File: src/verilog/hpsm_pkg.sv
// Package for the host port signal mux: configuration field layout,
// reset values and pin indices.
// Assumes a single core clock domain; nothing here is clocked.
package hpsm_pkg;

  // ==========================================================================
  // Port configuration word layout
  // ==========================================================================
  localparam int CFG_W           = 16;
  localparam int CFG_FN_SEL_BIT  = 0;   // 1: host function, 0: gpio
  localparam int CFG_MUXED_BIT   = 1;   // 1: multiplexed address/data bus
  localparam int CFG_DUAL_DS_BIT = 2;   // 1: separate read and write strobes
  localparam int CFG_SEL_POL_BIT = 3;   // 1: port select active high
  localparam int CFG_ALS_POL_BIT = 4;   // 1: address strobe active high
  localparam int CFG_DS_POL_BIT  = 5;   // 1: data strobes active high
  localparam logic [15:0] CFG_RESET = 16'h0000;

  // ==========================================================================
  // Pin numbering of the 16 port pins
  // ==========================================================================
  localparam int NPINS   = 16;
  localparam int PIN_A0  = 8;   // Address 0, or address strobe
  localparam int PIN_A1  = 9;   // Address 1, or address 8
  localparam int PIN_A2  = 10;  // Address 2, or address 9
  localparam int PIN_RW  = 11;  // Read/write, or read strobe
  localparam int PIN_WS  = 12;  // Data strobe, or write strobe
  localparam int PIN_SEL = 13;  // Port select, or address 10
  localparam logic [15:0] DIR_RESET = 16'h0000;

  // Mode of the port as decoded from the configuration word
  typedef enum logic [1:0] {
    HPSM_GPIO  = 2'b00,
    HPSM_PLAIN = 2'b01,
    HPSM_MUXED = 2'b11
  } hpsm_mode_t;

endpackage

File: src/verilog/hpsm_pin_if.sv
// Interface carrying the synchronised pin levels between the top module
// and its input synchroniser.
// Assumes both ends run on the same core clock.
`timescale 1ns/1ps
`default_nettype none
interface hpsm_pin_if;
  logic [15:0] raw;   // Pin levels straight from the pads
  logic [15:0] sync;  // Pin levels after two flip-flops
  modport sync_end (input raw, output sync);
  modport user_end (output raw, input sync);
endinterface
`default_nettype wire

File: src/verilog/hpsm_sync.sv
// Two-stage synchroniser for all port pin inputs.
// Assumes the pins are asynchronous to the core clock.
`timescale 1ns/1ps
`default_nettype none
module hpsm_sync (
  input  wire logic   clk,   // Core clock
  input  wire logic   rst,   // Asynchronous reset, active high
  hpsm_pin_if.sync_end pins  // Raw pins in, synchronised pins out
);
  logic [15:0] meta_q;
  logic [15:0] meta_d;
  logic [15:0] sync_q;
  logic [15:0] sync_d;

  // ==========================================================================
  // Synchroniser chain
  // ==========================================================================
  always_comb begin
    meta_d = pins.raw;
    sync_d = meta_q;
  end

  always_ff @(posedge clk or posedge rst) begin
    if (rst) begin
      meta_q <= 16'h0000;
      sync_q <= 16'h0000;
    end else begin
      meta_q <= meta_d;
      sync_q <= sync_d;
    end
  end

  assign pins.sync = sync_q;
endmodule
`default_nettype wire

File: src/verilog/hpsm_top.sv
// Host port signal mux: assigns the 16 port pins to host bus or gpio roles
// from the port configuration word, and presents decoded host bus signals.
// Assumes configuration, direction and stop inputs come from core logic on
// REF_CLK; pins are asynchronous and are synchronised before use.
`timescale 1ns/1ps
`default_nettype none
// Behaviour
// - All pin roles follow the 16-bit configuration word.
// - Plain host bus: pins 0 to 7 are the bidirectional data bus.
// - Muxed host bus: pins 0 to 7 carry low address byte and data.
// - Gpio mode: every pin direction is set by its own direction bit.
// - Plain host bus: three pins are host address bits 0, 1, 2.
// - Muxed bus: address 1, 2 and select pins become address 8, 9, 10.
// - Muxed bus: one pin is the address strobe, polarity set, low by default.
// - Plain bus: one pin is port select, polarity set, low by default.
// - Single strobe: one pin is the read/write direction input.
// - Dual strobe: same pin is read strobe, polarity set, low by default.
// - Companion pin: write or data strobe, polarity set, low by default.
// - Stop state: inputs ignored, driven pins released, configuration frozen.
module hpsm_top #(
  parameter int CFG_BITS = 16  // Width of the configuration word
) (
  input  wire logic        REF_CLK,       // Core clock, 125 MHz
  input  wire logic        RESET,         // Asynchronous reset, active high
  input  wire logic [15:0] PORT_CFG,      // Port configuration word
  input  wire logic        PORT_CFG_WR,   // Load strobe for PORT_CFG
  input  wire logic [15:0] GPIO_DIR,      // Per-pin direction, 1 = output
  input  wire logic        GPIO_DIR_WR,   // Load strobe for GPIO_DIR
  input  wire logic [15:0] GPIO_OUT,      // Gpio output levels
  input  wire logic        STOP_STATE,    // Core in stop state
  input  wire logic [7:0]  HOST_RD_DATA,  // Data the device returns to host
  input  wire logic        HOST_RD_EN,    // Device drives data lines
  input  wire logic [15:0] PIN_IN,        // Pad input levels
  output logic      [15:0] PIN_OUT,       // Pad output levels
  output logic      [15:0] PIN_OE_N,      // Pad enables, low = driving
  output logic      [15:0] GPIO_IN,       // Synchronised gpio inputs
  output logic      [7:0]  HOST_DATA_IN,  // Data or low address from host
  output logic      [10:0] HOST_ADDR,     // Host address bits 0-2 and 8-10
  output logic             HOST_SEL,      // Port select, true-high
  output logic             HOST_ALS,      // Address strobe, true-high
  output logic             HOST_RNW,      // Read/write, 1 = read
  output logic             HOST_RD_STB,   // Read strobe, true-high
  output logic             HOST_WR_STB,   // Write strobe, true-high
  output logic             HOST_DS,       // Single data strobe, true-high
  output logic [1:0]       PORT_MODE      // Decoded mode of the port
);
  logic [15:0] cfg_q;
  logic [15:0] cfg_d;
  logic [15:0] dir_q;
  logic [15:0] dir_d;
  logic        live_q;
  logic        live_d;
  logic [15:0] oe_n_q;
  logic [15:0] oe_n_d;
  logic [15:0] out_q;
  logic [15:0] out_d;
  logic [15:0] gin_q;
  logic [15:0] gin_d;
  logic [7:0]  hdat_q;
  logic [7:0]  hdat_d;
  logic [10:0] addr_q;
  logic [10:0] addr_d;
  logic [5:0]  ctl_q;
  logic [5:0]  ctl_d;
  logic [15:0] pin_s;
  hpsm_pkg::hpsm_mode_t mode;
  logic        dual_ds;
  logic        host_fn;
  logic        sel_pol;
  logic        als_pol;
  logic        ds_pol;

  hpsm_pin_if pins ();

  // Pin synchroniser
  assign pins.raw = PIN_IN;
  assign pin_s    = pins.sync;

  hpsm_sync u_sync (
    .clk  (REF_CLK),
    .rst  (RESET),
    .pins (pins.sync_end)
  );

  // Decodes the port mode from a configuration word
  function automatic hpsm_pkg::hpsm_mode_t mode_of(input logic [15:0] c);
    if (!c[hpsm_pkg::CFG_FN_SEL_BIT])
      return hpsm_pkg::HPSM_GPIO;
    else if (c[hpsm_pkg::CFG_MUXED_BIT])
      return hpsm_pkg::HPSM_MUXED;
    else
      return hpsm_pkg::HPSM_PLAIN;
  endfunction

  // ==========================================================================
  // Configuration state
  // ==========================================================================
  // Configuration frozen in stop state; port goes live on first write
  always_comb begin
    cfg_d  = cfg_q;
    dir_d  = dir_q;
    live_d = live_q;
    if (!STOP_STATE) begin
      if (PORT_CFG_WR) begin
        cfg_d  = PORT_CFG;
        live_d = 1'b1;
      end
      if (GPIO_DIR_WR)
        dir_d = GPIO_DIR;
    end
  end

  always_ff @(posedge REF_CLK or posedge RESET) begin
    if (RESET) begin
      cfg_q  <= hpsm_pkg::CFG_RESET;
      dir_q  <= hpsm_pkg::DIR_RESET;
      live_q <= 1'b0;
    end else begin
      cfg_q  <= cfg_d;
      dir_q  <= dir_d;
      live_q <= live_d;
    end
  end

  always_comb begin
    mode    = mode_of(cfg_q);
    host_fn = (mode != hpsm_pkg::HPSM_GPIO);
    dual_ds = cfg_q[hpsm_pkg::CFG_DUAL_DS_BIT];
    sel_pol = cfg_q[hpsm_pkg::CFG_SEL_POL_BIT];
    als_pol = cfg_q[hpsm_pkg::CFG_ALS_POL_BIT];
    ds_pol  = cfg_q[hpsm_pkg::CFG_DS_POL_BIT];
  end

  // ==========================================================================
  // Pad drive
  // ==========================================================================
  // Enables and levels; stop state releases everything driven
  always_comb begin
    oe_n_d = 16'hffff;
    out_d  = 16'h0000;
    if (live_q && !STOP_STATE) begin
      if (!host_fn) begin
        oe_n_d = ~dir_q;
        out_d  = GPIO_OUT & dir_q;
      end else if (HOST_RD_EN) begin
        oe_n_d[7:0] = 8'h00;
        out_d[7:0]  = HOST_RD_DATA;
      end
    end
  end

  // ==========================================================================
  // Input decode
  // ==========================================================================
  // Inputs held at last value while ignored; polarity turned to true-high
  always_comb begin
    gin_d  = gin_q;
    hdat_d = hdat_q;
    addr_d = addr_q;
    ctl_d  = ctl_q;
    if (live_q && !STOP_STATE) begin
      if (!host_fn) begin
        gin_d = pin_s & ~dir_q;
        ctl_d = 6'h00;
      end else begin
        hdat_d = pin_s[7:0];
        addr_d = 11'h000;
        ctl_d  = 6'h00;
        if (mode == hpsm_pkg::HPSM_MUXED) begin
          addr_d[8]  = pin_s[hpsm_pkg::PIN_A1];
          addr_d[9]  = pin_s[hpsm_pkg::PIN_A2];
          addr_d[10] = pin_s[hpsm_pkg::PIN_SEL];
          ctl_d[1]   = pin_s[hpsm_pkg::PIN_A0] ~^ als_pol;
          ctl_d[0]   = 1'b1;
        end else begin
          addr_d[2:0] = {pin_s[hpsm_pkg::PIN_A2],
                         pin_s[hpsm_pkg::PIN_A1],
                         pin_s[hpsm_pkg::PIN_A0]};
          ctl_d[0] = pin_s[hpsm_pkg::PIN_SEL] ~^ sel_pol;
        end
        if (dual_ds) begin
          ctl_d[3] = pin_s[hpsm_pkg::PIN_RW] ~^ ds_pol;
          ctl_d[4] = pin_s[hpsm_pkg::PIN_WS] ~^ ds_pol;
        end else begin
          ctl_d[2] = pin_s[hpsm_pkg::PIN_RW];
          ctl_d[5] = pin_s[hpsm_pkg::PIN_WS] ~^ ds_pol;
        end
      end
    end
  end

  always_ff @(posedge REF_CLK or posedge RESET) begin
    if (RESET) begin
      oe_n_q <= 16'hffff;
      out_q  <= 16'h0000;
      gin_q  <= 16'h0000;
      hdat_q <= 8'h00;
      addr_q <= 11'h000;
      ctl_q  <= 6'h00;
    end else begin
      oe_n_q <= oe_n_d;
      out_q  <= out_d;
      gin_q  <= gin_d;
      hdat_q <= hdat_d;
      addr_q <= addr_d;
      ctl_q  <= ctl_d;
    end
  end

  // Outputs
  assign PIN_OE_N     = oe_n_q;
  assign PIN_OUT      = out_q;
  assign GPIO_IN      = gin_q;
  assign HOST_DATA_IN = hdat_q;
  assign HOST_ADDR    = addr_q;
  assign HOST_SEL     = ctl_q[0];
  assign HOST_ALS     = ctl_q[1];
  assign HOST_RNW     = ctl_q[2];
  assign HOST_RD_STB  = ctl_q[3];
  assign HOST_WR_STB  = ctl_q[4];
  assign HOST_DS      = ctl_q[5];
  assign PORT_MODE    = mode;
endmodule
`default_nettype wire

File: config.mk
export PLATFORM = sky130hd
export DESIGN_NAME = hpsm_top
export DESIGN_NICKNAME = d
export VERILOG_FILES = /design/src/verilog/hpsm_pkg.sv /design/src/verilog/hpsm_pin_if.sv /design/src/verilog/hpsm_sync.sv /design/src/verilog/hpsm_top.sv
export SDC_FILE = /design/constraint.sdc
export NUM_CORES = 1
export LEC_CHECK = 0
export BUFFER_PORTS_ARGS = -buffer_cell sky130_fd_sc_hd__buf_2
export CORE_MARGIN = 2
export CORE_UTILIZATION = 25
export CTS_CLUSTER_SIZE = 30
export DETAILED_ROUTE_END_ITERATION = 7
export GPL_ROUTABILITY_DRIVEN = 0
export GPL_TIMING_DRIVEN = 0
export PLACE_DENSITY = 0.44
export SLEW_MARGIN = 10
export SYNTH_ARGS = -nofsm -noshare
export SYNTH_HDL_FRONTEND = slang
export SYNTH_SLANG_ARGS = --single-unit
File: constraint.sdc
create_clock -name REF_CLK -period 5.15 [get_ports REF_CLK]
set_clock_uncertainty 0.1 [all_clocks]
set_input_delay 1.545 -clock REF_CLK [delete_from_list [all_inputs] [get_ports REF_CLK]]
set_output_delay 1.545 -clock REF_CLK [all_outputs]
set_load 0.02 [all_outputs]
==> run summary, run 1 <==
===========================================================================================
DRC violations left                                                                       0
Leakage power summed over all cells                                              0.00293 uW
Multiplexer share of the synthesized area                                             12.9%
Sequential-to-total area share from yosys stat                                        68.6%
Clk buf depth                                                                             2
Port-buffer cells                                                                       135
# IOs                                                                                   153
CTS H-tree depth                                                                          4
Chip height                                                                          138 um
Post-synthesis simple-gate area fraction                                              10.8%
DR top layer                                                                           met4
Final Core Density                                                                    34.3%
Final TNS setup                                                                        0 ns
Critical path peak fanout                                                                10
Vias in the first global route                                                        3,238
Post-Route M1 WL                                                                    5200 um
Clock transition at path regs                                                       0.06 ns
Final slew viol count                                                                     0
Register-to-register path setup slack                                               3.35 ns
Synth Area in XOR/XNOR                                                               0.775%
Start point of the critical path                                               cfg_q[0]$_DFFE_PP0P_
Classification of the worst setup path                                           reg -> out
Number of gates resized after CTS                                                         0
Final setup vio count                                                                     0
Power per standard cell area                                                    464 mW/mm^2
Cell type of the slowest stage on the worst timing path                             dfrtp_1
Final clock period utilization by the worst path                                      66.3%
Clock root buffer                                                                 clkbuf_16
Worst path top cell family by delay                                            buffers and inverters
Cells along the critical path                                                  buf_6 > buf_2 > and2_1 > buf_2
Number of hold violations in the final report                                             0
Most common cell after layout, fill and taps aside                                    buf_2
Via/cell ratio                                                                         4.09
Worst hold margin                                                                  0.246 ns
Combinational family with the most area after synthesis                        multiplexers
Maximum number of pins on one net before global-route repair                             66
Reg-to-reg critical path startpoint                                            cfg_q[0]$_DFFE_PP0P_
Fraction of layout cells with a size suffix above 1                                   53.5%
Area of the die                                                                 0.0192 mm^2
Number of synthesis warnings                                                              0
Critical Path RT                                                                    3.51 ns
Row count                                                                                49
Synthesized area divided by synthesized cell count                                14.8 um^2
Cells on worst reg2reg path                                                               3
Setup repair after global routing missed its margin                                   false
Length of the first detailed-routing pass in iterations                                   4
Setup bufs post-CTS                                                                       0
Clock tree from TritonCTS                                                              done
Number of buffers inserted by hold repair at cts                                          0
Class of the worst hold path                                                     reg -> reg
End of the worst register-to-register path                                     GPIO_IN[7]$_DFFE_PP0P_
Worst-margin pin slew                                                              0.561 ns
Post-route ant nets                                                                       0
Fmax                                                                                293 MHz
Overall Global Routing Usage                                                          13.3%
Antenna violations before repair                                                          1
Area added between synthesis and finish                                               35.6%
Compound-Gate Fraction of Synth Area                                                  2.94%
Area share of fa/ha/maj cells after synthesis                                            0%
DRT Wirelength                                                                    11,900 um
Flip-flop and latch count after synthesis                                               123
Number of sinks on the clock net                                                        123
Power after layout                                                                  2840 uW
Tmin final                                                                          3.41 ns
Critical Path AT                                                                    1.77 ns
Cell count after synthesis                                                              305
Top library cells by usage in the layout, fill and taps aside                  buf_2, dfrtp_1, mux2_2, nor2b_1, clkbuf_16
Met2 WL post-DR                                                                     5680 um
Initial core utilization                                                              25.3%
Horizontal die dimension                                                             138 um
Cell area after technology mapping                                             0.00452 mm^2
Critical path's largest stage delay                                                 0.56 ns
Routed length per instance                                                          16.8 um
Slew HR                                                                               62.6%
Logic depth of the worst setup path including buffers                                     4
Unique masters post-synth                                                                30
CTS buffer count                                                                         17
Result of the run                                                              complete, no violations
Type of destination of the critical path                                        output port
Max IR drop VDD                                                                    0.222 mV
Worst setup path endpoint                                                      PORT_MODE[1]
Cell repeated most along the worst path                                               buf_2
Met3 layer wire length in the routed design                                          850 um
Wire length of the first global-routing pass                                      18,900 um
Type of origin of the critical path                                                register
Clock latency at the later pin of the worst-skew pair                               0.41 ns
Number of design-rule violations left by the first detailed-router iteration            100
Post-detail-place hpwl                                                              8330 um
Number of buffer and inverter instances along the worst setup path                        3
Total number of vias                                                                  2,890
Number of max-capacitance violations reported                                             0
Congestion Overflow GR                                                                    0
Placeable Area                                                                  0.0178 mm^2
Number of nets in the layout                                                            542
===========================================================================================
## how the worst min path moves through the flow
| stage | slack [ns] | endpoint | from | cells after the start |
|---|---|---|---|---|
| floorplan | 0.23 | u_sync.pins.sync[0]$_DFF_PP0_ | u_sync.meta_q[0]$_DFF_PP0_ | 0 |
| global placement | 0.23 | u_sync.pins.sync[10]$_DFF_PP0_ | u_sync.meta_q[10]$_DFF_PP0_ | 0 |
| detailed placement | 0.23 | u_sync.pins.sync[6]$_DFF_PP0_ | u_sync.meta_q[6]$_DFF_PP0_ | 0 |
| CTS | 0.25 | u_sync.pins.sync[15]$_DFF_PP0_ | u_sync.meta_q[15]$_DFF_PP0_ | 0 |
| global route | 0.25 | u_sync.pins.sync[15]$_DFF_PP0_ | u_sync.meta_q[15]$_DFF_PP0_ | 0 |
| finish | 0.25 | u_sync.pins.sync[7]$_DFF_PP0_ | u_sync.meta_q[7]$_DFF_PP0_ | 0 |
## synthesized netlist by cell type (all sizes together)
master | n | share of area [%]
dfrtp | 107 | 59
mux2 | 49 | 12
nor2b | 27 | 3.7
buf | 18 | 3.2
dfstp | 16 | 9.3
nand2 | 11 | 0.91
nand3b | 9 | 1.8
a21oi | 8 | 0.89
and3 | 8 | 1.1
nand3 | 8 | 0.89
o21ai | 8 | 0.89
inv | 5 | 0.42
o2bb2ai | 5 | 0.97
clkbuf | 4 | 0.33
xor2 | 4 | 0.78
and2b | 3 | 0.50
mux2i | 3 | 0.66
and2 | 2 | 0.28
nand2b | 2 | 0.28
nand4b | 2 | 0.39
nor3b | 2 | 0.58
a221oi | 1 | 0.19
conb | 1 | 0.083
nand4bb | 1 | 0.25
or2 | 1 | 0.14
## kinds of logic (layout without fill, tap and decap cells)
group / Yosys count / in the layout
compound gates: 22 / 22
other cells: 1 / 6
flops: 123 / 123
xor+xnor: 4 / 4
buf+inv: 27 / 195
mux: 52 / 52
simple gates: 76 / 76
## per-layer routing
layer,GRT usage (%),vias up
li1,-,1354
met1,16.4,1430
met2,20.8,95
met3,5.44,11
met4,5.21,0
met5,0,-
## metrics by stage
step           worst slack (ns)  instance area [um^2]  cells
2_1_floorplan             0.261                  4530    309
3_3_place_gp              -1.29                  5500    673
3_5_place_dp               2.11                  5530    674
4_1_cts                    1.68                  6120    706
5_1_grt                    1.62                  6130    707
6_report                   1.74                  6130    707
## final cells by class
type,count,area (um^2)
antenna,1,2.50
multi-input combinational,159,1260
fill,1801,11700
clock inverter,13,143
tap,229,287
buffer,22,159
timing repair buffer,136,703
sequential,123,3100
inverter,5,23.8
clock buffer,19,453
## flip-flops by register name, summed over array words and instances, names as in the netlist, 6 cells and up
register          cells
cfg_q                 6
ctl_q                 6
GPIO_IN              16
PIN_OUT              16
u_sync.pins.sync     16
u_sync.meta_q        16
HOST_ADDR             6
dir_q                16
HOST_DATA_IN          8
PIN_OE_N             16
## power breakdown
part           internal, uW  leakage [uW]  switching [uW]  total (uW)
sequential             1100       0.00148            74.9        1180
clock                   740      0.000278             451        1190
combinational           200       0.00117             276         477
Power figures use the tool's default switching activity.
==> run 2, diff against run 1 <==
==> constraint.sdc (replaced) <==
create_clock -name REF_CLK -period 3.6 [get_ports REF_CLK]
set_clock_uncertainty 0.1 [all_clocks]
set_input_delay 1.08 -clock REF_CLK [delete_from_list [all_inputs] [get_ports REF_CLK]]
set_output_delay 1.08 -clock REF_CLK [all_outputs]
set_load 0.02 [all_outputs]
==> run summary, run 2 (synthesis gave the netlist of run 1 again) <==
===========================================================================================
Critical path's largest stage delay                                                 0.55 ns
Via/cell ratio                                                                         4.13
Vias in the first global route                                                        3,145
Logic depth of the worst setup path including buffers                                     4
Most common cell after layout, fill and taps aside                                    buf_2
Setup bufs post-CTS                                                                       0
Cells along the critical path                                                  buf_6 > buf_2 > and2_1 > buf_2
Final slew viol count                                                                     0
Congestion Overflow GR                                                                    0
Type of destination of the critical path                                        output port
Fmax                                                                                342 MHz
Proportion of power drawn by the clock network                                        41.8%
Start point of the critical path                                               cfg_q[0]$_DFFE_PP0P_
Classification of the worst setup path                                           reg -> out
Result of the run                                                              complete, no violations
Final setup vio count                                                                     0
Post-detail-place hpwl                                                              8560 um
Clock root buffer                                                                 clkbuf_16
Area of the die                                                                 0.0192 mm^2
Worst path top cell family by delay                                            buffers and inverters
Placeable Area                                                                  0.0178 mm^2
Clock latency at the later pin of the worst-skew pair                               0.41 ns
Number of sinks on the clock net                                                        123
Number of nets in the layout                                                            544
Top library cells by usage in the layout, fill and taps aside                  buf_2, dfrtp_1, mux2_2, nor2b_1, clkbuf_16
Number of buffers inserted by hold repair at cts                                          0
Slew HR                                                                               54.5%
Maximum number of pins on one net before global-route repair                             36
Setup repair after global routing missed its margin                                   false
Sequential fraction of design power                                                   41.3%
Leakage power summed over all cells                                              0.00294 uW
Cells on worst reg2reg path                                                               3
Post-layout worst setup margin                                                     0.672 ns
Length of the first detailed-routing pass in iterations                                   4
Horizontal die dimension                                                             138 um
Number of design-rule violations left by the first detailed-router iteration             95
Cell repeated most along the worst path                                               buf_2
Fraction of layout cells with a size suffix above 1                                   53.7%
Tmin final                                                                          2.93 ns
Total number of vias                                                                  2,938
Post-route ant nets                                                                       0
Gate power share                                                                      16.9%
# IOs                                                                                   153
Worst setup path endpoint                                                      PORT_MODE[1]
Routed length per instance                                                          16.6 um
Initial core utilization                                                              25.3%
Chip height                                                                          138 um
Type of origin of the critical path                                                register
Internal power contribution                                                         2920 uW
Critical path peak fanout                                                                10
Power per standard cell area                                                    660 mW/mm^2
Worst-margin pin slew                                                              0.681 ns
Port-buffer cells                                                                       135
Number of max-capacitance violations reported                                             0
Number of gates resized after CTS                                                         0
DRT Wirelength                                                                    11,800 um
Reg-to-reg critical path startpoint                                            cfg_q[0]$_DFFE_PP0P_
Place WS                                                                           0.985 ns
Register-to-register path setup slack                                               1.80 ns
Switching share of power                                                              28.1%
Critical Path RT                                                                    2.42 ns
Number of hold violations in the final report                                             0
CTS H-tree depth                                                                          4
Row count                                                                                49
Fillcell total                                                                        1,785
Clk buf depth                                                                             2
End of the worst register-to-register path                                     GPIO_IN[2]$_DFFE_PP0P_
Final clock period utilization by the worst path                                      81.3%
Max IR drop VDD                                                                    0.322 mV
Net switching power figure                                                          1140 uW
Final TNS setup                                                                        0 ns
Class of the worst hold path                                                     reg -> reg
Area added between synthesis and finish                                               36.5%
DRC violations left                                                                       0
Clock tree from TritonCTS                                                              done
Cell type of the slowest stage on the worst timing path                             dfrtp_1
Wire length of the first global-routing pass                                      18,600 um
Overall Global Routing Usage                                                          13.1%
Clock transition at path regs                                                       0.06 ns
CTS buffer count                                                                         17
Number of buffer and inverter instances along the worst setup path                        3
Critical Path AT                                                                    1.75 ns
Antenna violations before repair                                                          3
===========================================================================================
run 2: changes by cell type in the layout (fill, tap and decap cells not counted):
cell      before  now
inv_6          3    1
buf_12         0    3
clkinv_4       2    4
buf_16         1    0
diode_2        1    4
run 2: area by class of cell:
cell class	count	area, um^2	share of cell area [%]
sequential	123	3100	50.2
multi-input combinational	159	1260	20.4
timing repair buffer	138	736	11.9
clock buffer	19	453	7.35
tap	229	287	4.65
buffer	22	159	2.58
clock inverter	13	144	2.33
inverter	5	22.5	0.365
antenna	4	10.0	0.162
run 2: through the flow:
stage,area (um^2),hold WS [ns],total power [uW],std cells,utilization (%)
6_report,6170,0.246,4070,712,34.6
5_1_grt,6160,0.252,4280,709,34.5
4_1_cts,6160,0.246,4150,708,34.5
3_5_place_dp,5560,0.235,2410,676,31.2
3_3_place_gp,5500,0.232,2390,673,30.8
2_1_floorplan,4540,0.231,2120,309,-
run 2: how the worst min path moves through the flow:
stage	cells after the start	end	from	slack, ns
global placement	0	u_sync.pins.sync[4]$_DFF_PP0_	u_sync.meta_q[4]$_DFF_PP0_	0.23
floorplan	0	u_sync.pins.sync[0]$_DFF_PP0_	u_sync.meta_q[0]$_DFF_PP0_	0.23
finish	0	u_sync.pins.sync[14]$_DFF_PP0_	u_sync.meta_q[14]$_DFF_PP0_	0.25
global route	0	u_sync.pins.sync[14]$_DFF_PP0_	u_sync.meta_q[14]$_DFF_PP0_	0.25
CTS	0	u_sync.pins.sync[14]$_DFF_PP0_	u_sync.meta_q[14]$_DFF_PP0_	0.25
detailed placement	0	u_sync.pins.sync[7]$_DFF_PP0_	u_sync.meta_q[7]$_DFF_PP0_	0.23
run 2: layer usage:
layer | wire length [um] | part of all wire, % | global-route usage, % | vias up
li1 | - | - | - | 1355
met1 | 5130 | 43 | 15.8 | 1464
met4 | 225 | 1.9 | 5.21 | 0
met3 | 900 | 7.6 | 5.78 | 15
met5 | 0 | 0 | 0 | -
met2 | 5570 | 47 | 20.7 | 104
run 2: power groups by stage:
stage	Sequential, uW	Clock [uW]	Combinational [uW]
after floorplan	1850	0	275
after global placement	1710	0	685
after detailed placement	1710	0	703
after CTS	1690	1760	705
after global routing	1710	1820	746
final	1680	1700	686
==> run 3, diff against run 2 <==
==> constraint.sdc (replaced) <==
create_clock -name REF_CLK -period 2.7 [get_ports REF_CLK]
set_clock_uncertainty 0.1 [all_clocks]
set_input_delay 0.81 -clock REF_CLK [delete_from_list [all_inputs] [get_ports REF_CLK]]
set_output_delay 0.81 -clock REF_CLK [all_outputs]
set_load 0.02 [all_outputs]
==> run summary, run 3 (synthesis gave the netlist of run 1 again) <==
===========================================================================================
Row count                                                                                49
Chip height                                                                          138 um
Instance count after placement with tap cells included                                  676
Final setup vio count                                                                     0
Type of destination of the critical path                                        output port
Fmax                                                                                391 MHz
Number of design-rule violations left by the first detailed-router iteration             95
Classification of the worst setup path                                           reg -> out
Slew HR                                                                               54.5%
CTS buffer count                                                                         17
Leakage power summed over all cells                                              0.00294 uW
Critical path peak fanout                                                                10
Total number of vias                                                                  2,938
DRC violations left                                                                       0
Clock transition at path regs                                                       0.06 ns
Worst hold margin                                                                  0.246 ns
Top library cells by usage in the layout, fill and taps aside                  buf_2, dfrtp_1, mux2_2, nor2b_1, clkbuf_16
Met2 WL post-DR                                                                     5570 um
Final clock period utilization by the worst path                                      94.7%
Power after layout                                                                  5420 uW
Type of origin of the critical path                                                register
Length of the first detailed-routing pass in iterations                                   4
Area of the die                                                                 0.0192 mm^2
Post-route ant nets                                                                       0
Setup repair after global routing missed its margin                                   false
Clock tree from TritonCTS                                                              done
Port-buffer cells                                                                       135
Routed length per instance                                                          16.6 um
Vias in the first global route                                                        3,145
Post-layout worst setup margin                                                     0.144 ns
Number of max-capacitance violations reported                                             0
Critical Path RT                                                                    1.79 ns
Critical Path AT                                                                    1.65 ns
Overall Global Routing Usage                                                          13.1%
Power per standard cell area                                                    880 mW/mm^2
Maximum number of pins on one net before global-route repair                             36
DRT Wirelength                                                                    11,800 um
Most common cell after layout, fill and taps aside                                    buf_2
Post-detail-place hpwl                                                              8560 um
Number of cells in the finished layout apart from fillers                               712
Register-to-register path setup slack                                               0.94 ns
CTS H-tree depth                                                                          4
# IOs                                                                                   153
Number of buffers inserted by hold repair at cts                                          0
Setup bufs post-CTS                                                                       0
Congestion Overflow GR                                                                    0
Clock root buffer                                                                 clkbuf_16
Number of hold violations in the final report                                             0
Final slew viol count                                                                     0
Placeable Area                                                                  0.0178 mm^2
Number of gates resized after CTS                                                         1
Fraction of layout cells with a size suffix above 1                                   53.9%
Post-Route M1 WL                                                                    5130 um
Tmin final                                                                          2.56 ns
DR top layer                                                                           met4
Wire length of the first global-routing pass                                      18,600 um
Result of the run                                                              complete, no violations
Number of nets in the layout                                                            544
Max IR drop VDD                                                                    0.429 mV
Initial core utilization                                                              25.3%
Horizontal die dimension                                                             138 um
Via/cell ratio                                                                         4.13
Antenna violations before repair                                                          3
Worst-margin pin slew                                                              0.681 ns
Met3 layer wire length in the routed design                                          900 um
Clock latency at the later pin of the worst-skew pair                               0.41 ns
Clk buf depth                                                                             2
Class of the worst hold path                                                     reg -> reg
Number of sinks on the clock net                                                        123
Area added between synthesis and finish                                               36.5%
Place WS                                                                           0.355 ns
===========================================================================================
## run 3: per-stage QoR
step	area (um^2)	utilization (%)	TNS, ns
after floorplan	4540	-	0
after global placement	5500	30.8	-60.93
after detailed placement	5560	31.2	0
after CTS	6160	34.5	0
after global routing	6160	34.5	0
final	6170	34.6	0
## run 3: path summary, 6_finish.rpt
check                           depth (start not counted)                   startpoint                              to
worst max-delay path                                    4         cfg_q[0]$_DFFE_PP0P_                    PORT_MODE[1]
max in group asynchronous                               4                        RESET           PIN_OE_N[8]$_DFF_PP1_
worst min register to register                          0  u_sync.meta_q[14]$_DFF_PP0_  u_sync.pins.sync[14]$_DFF_PP0_
worst min-delay path                                    0  u_sync.meta_q[14]$_DFF_PP0_  u_sync.pins.sync[14]$_DFF_PP0_
min in group asynchronous                               2                        RESET           PIN_OUT[11]$_DFF_PP0_
worst max register to register                          3         cfg_q[0]$_DFFE_PP0P_          GPIO_IN[2]$_DFFE_PP0P_
## run 3: area by class of cell
type	count	area (um^2)
clock inverters	13	144
plain buffers	22	159
inverters	5	22.5
diodes	4	10.0
repair buffers	138	736
multi-input cells	159	1260
clock buffers	19	453
well taps	229	287
fillers	1787	11700
flip-flops and latches	123	3100
## run 3: routing by layer
metal  GRT usage (%)  up-vias
met5               0        -
met3            5.78       15
met4            5.21        0
met2            20.7      104
li1                -     1355
met1            15.8     1464
## run 3: report_power, final
group | total [uW] | switching [uW] | internal [uW]
registers | 2240 | 139 | 2100
logic | 914 | 528 | 386
clock network | 2270 | 858 | 1410
## run 3: worst max-delay path, cell delays in order (launching register included)
cell	delay [ns]
dfrtp_2	0.47
buf_6	0.17
buf_2	0.25
and2_1	0.17
buf_2	0.16
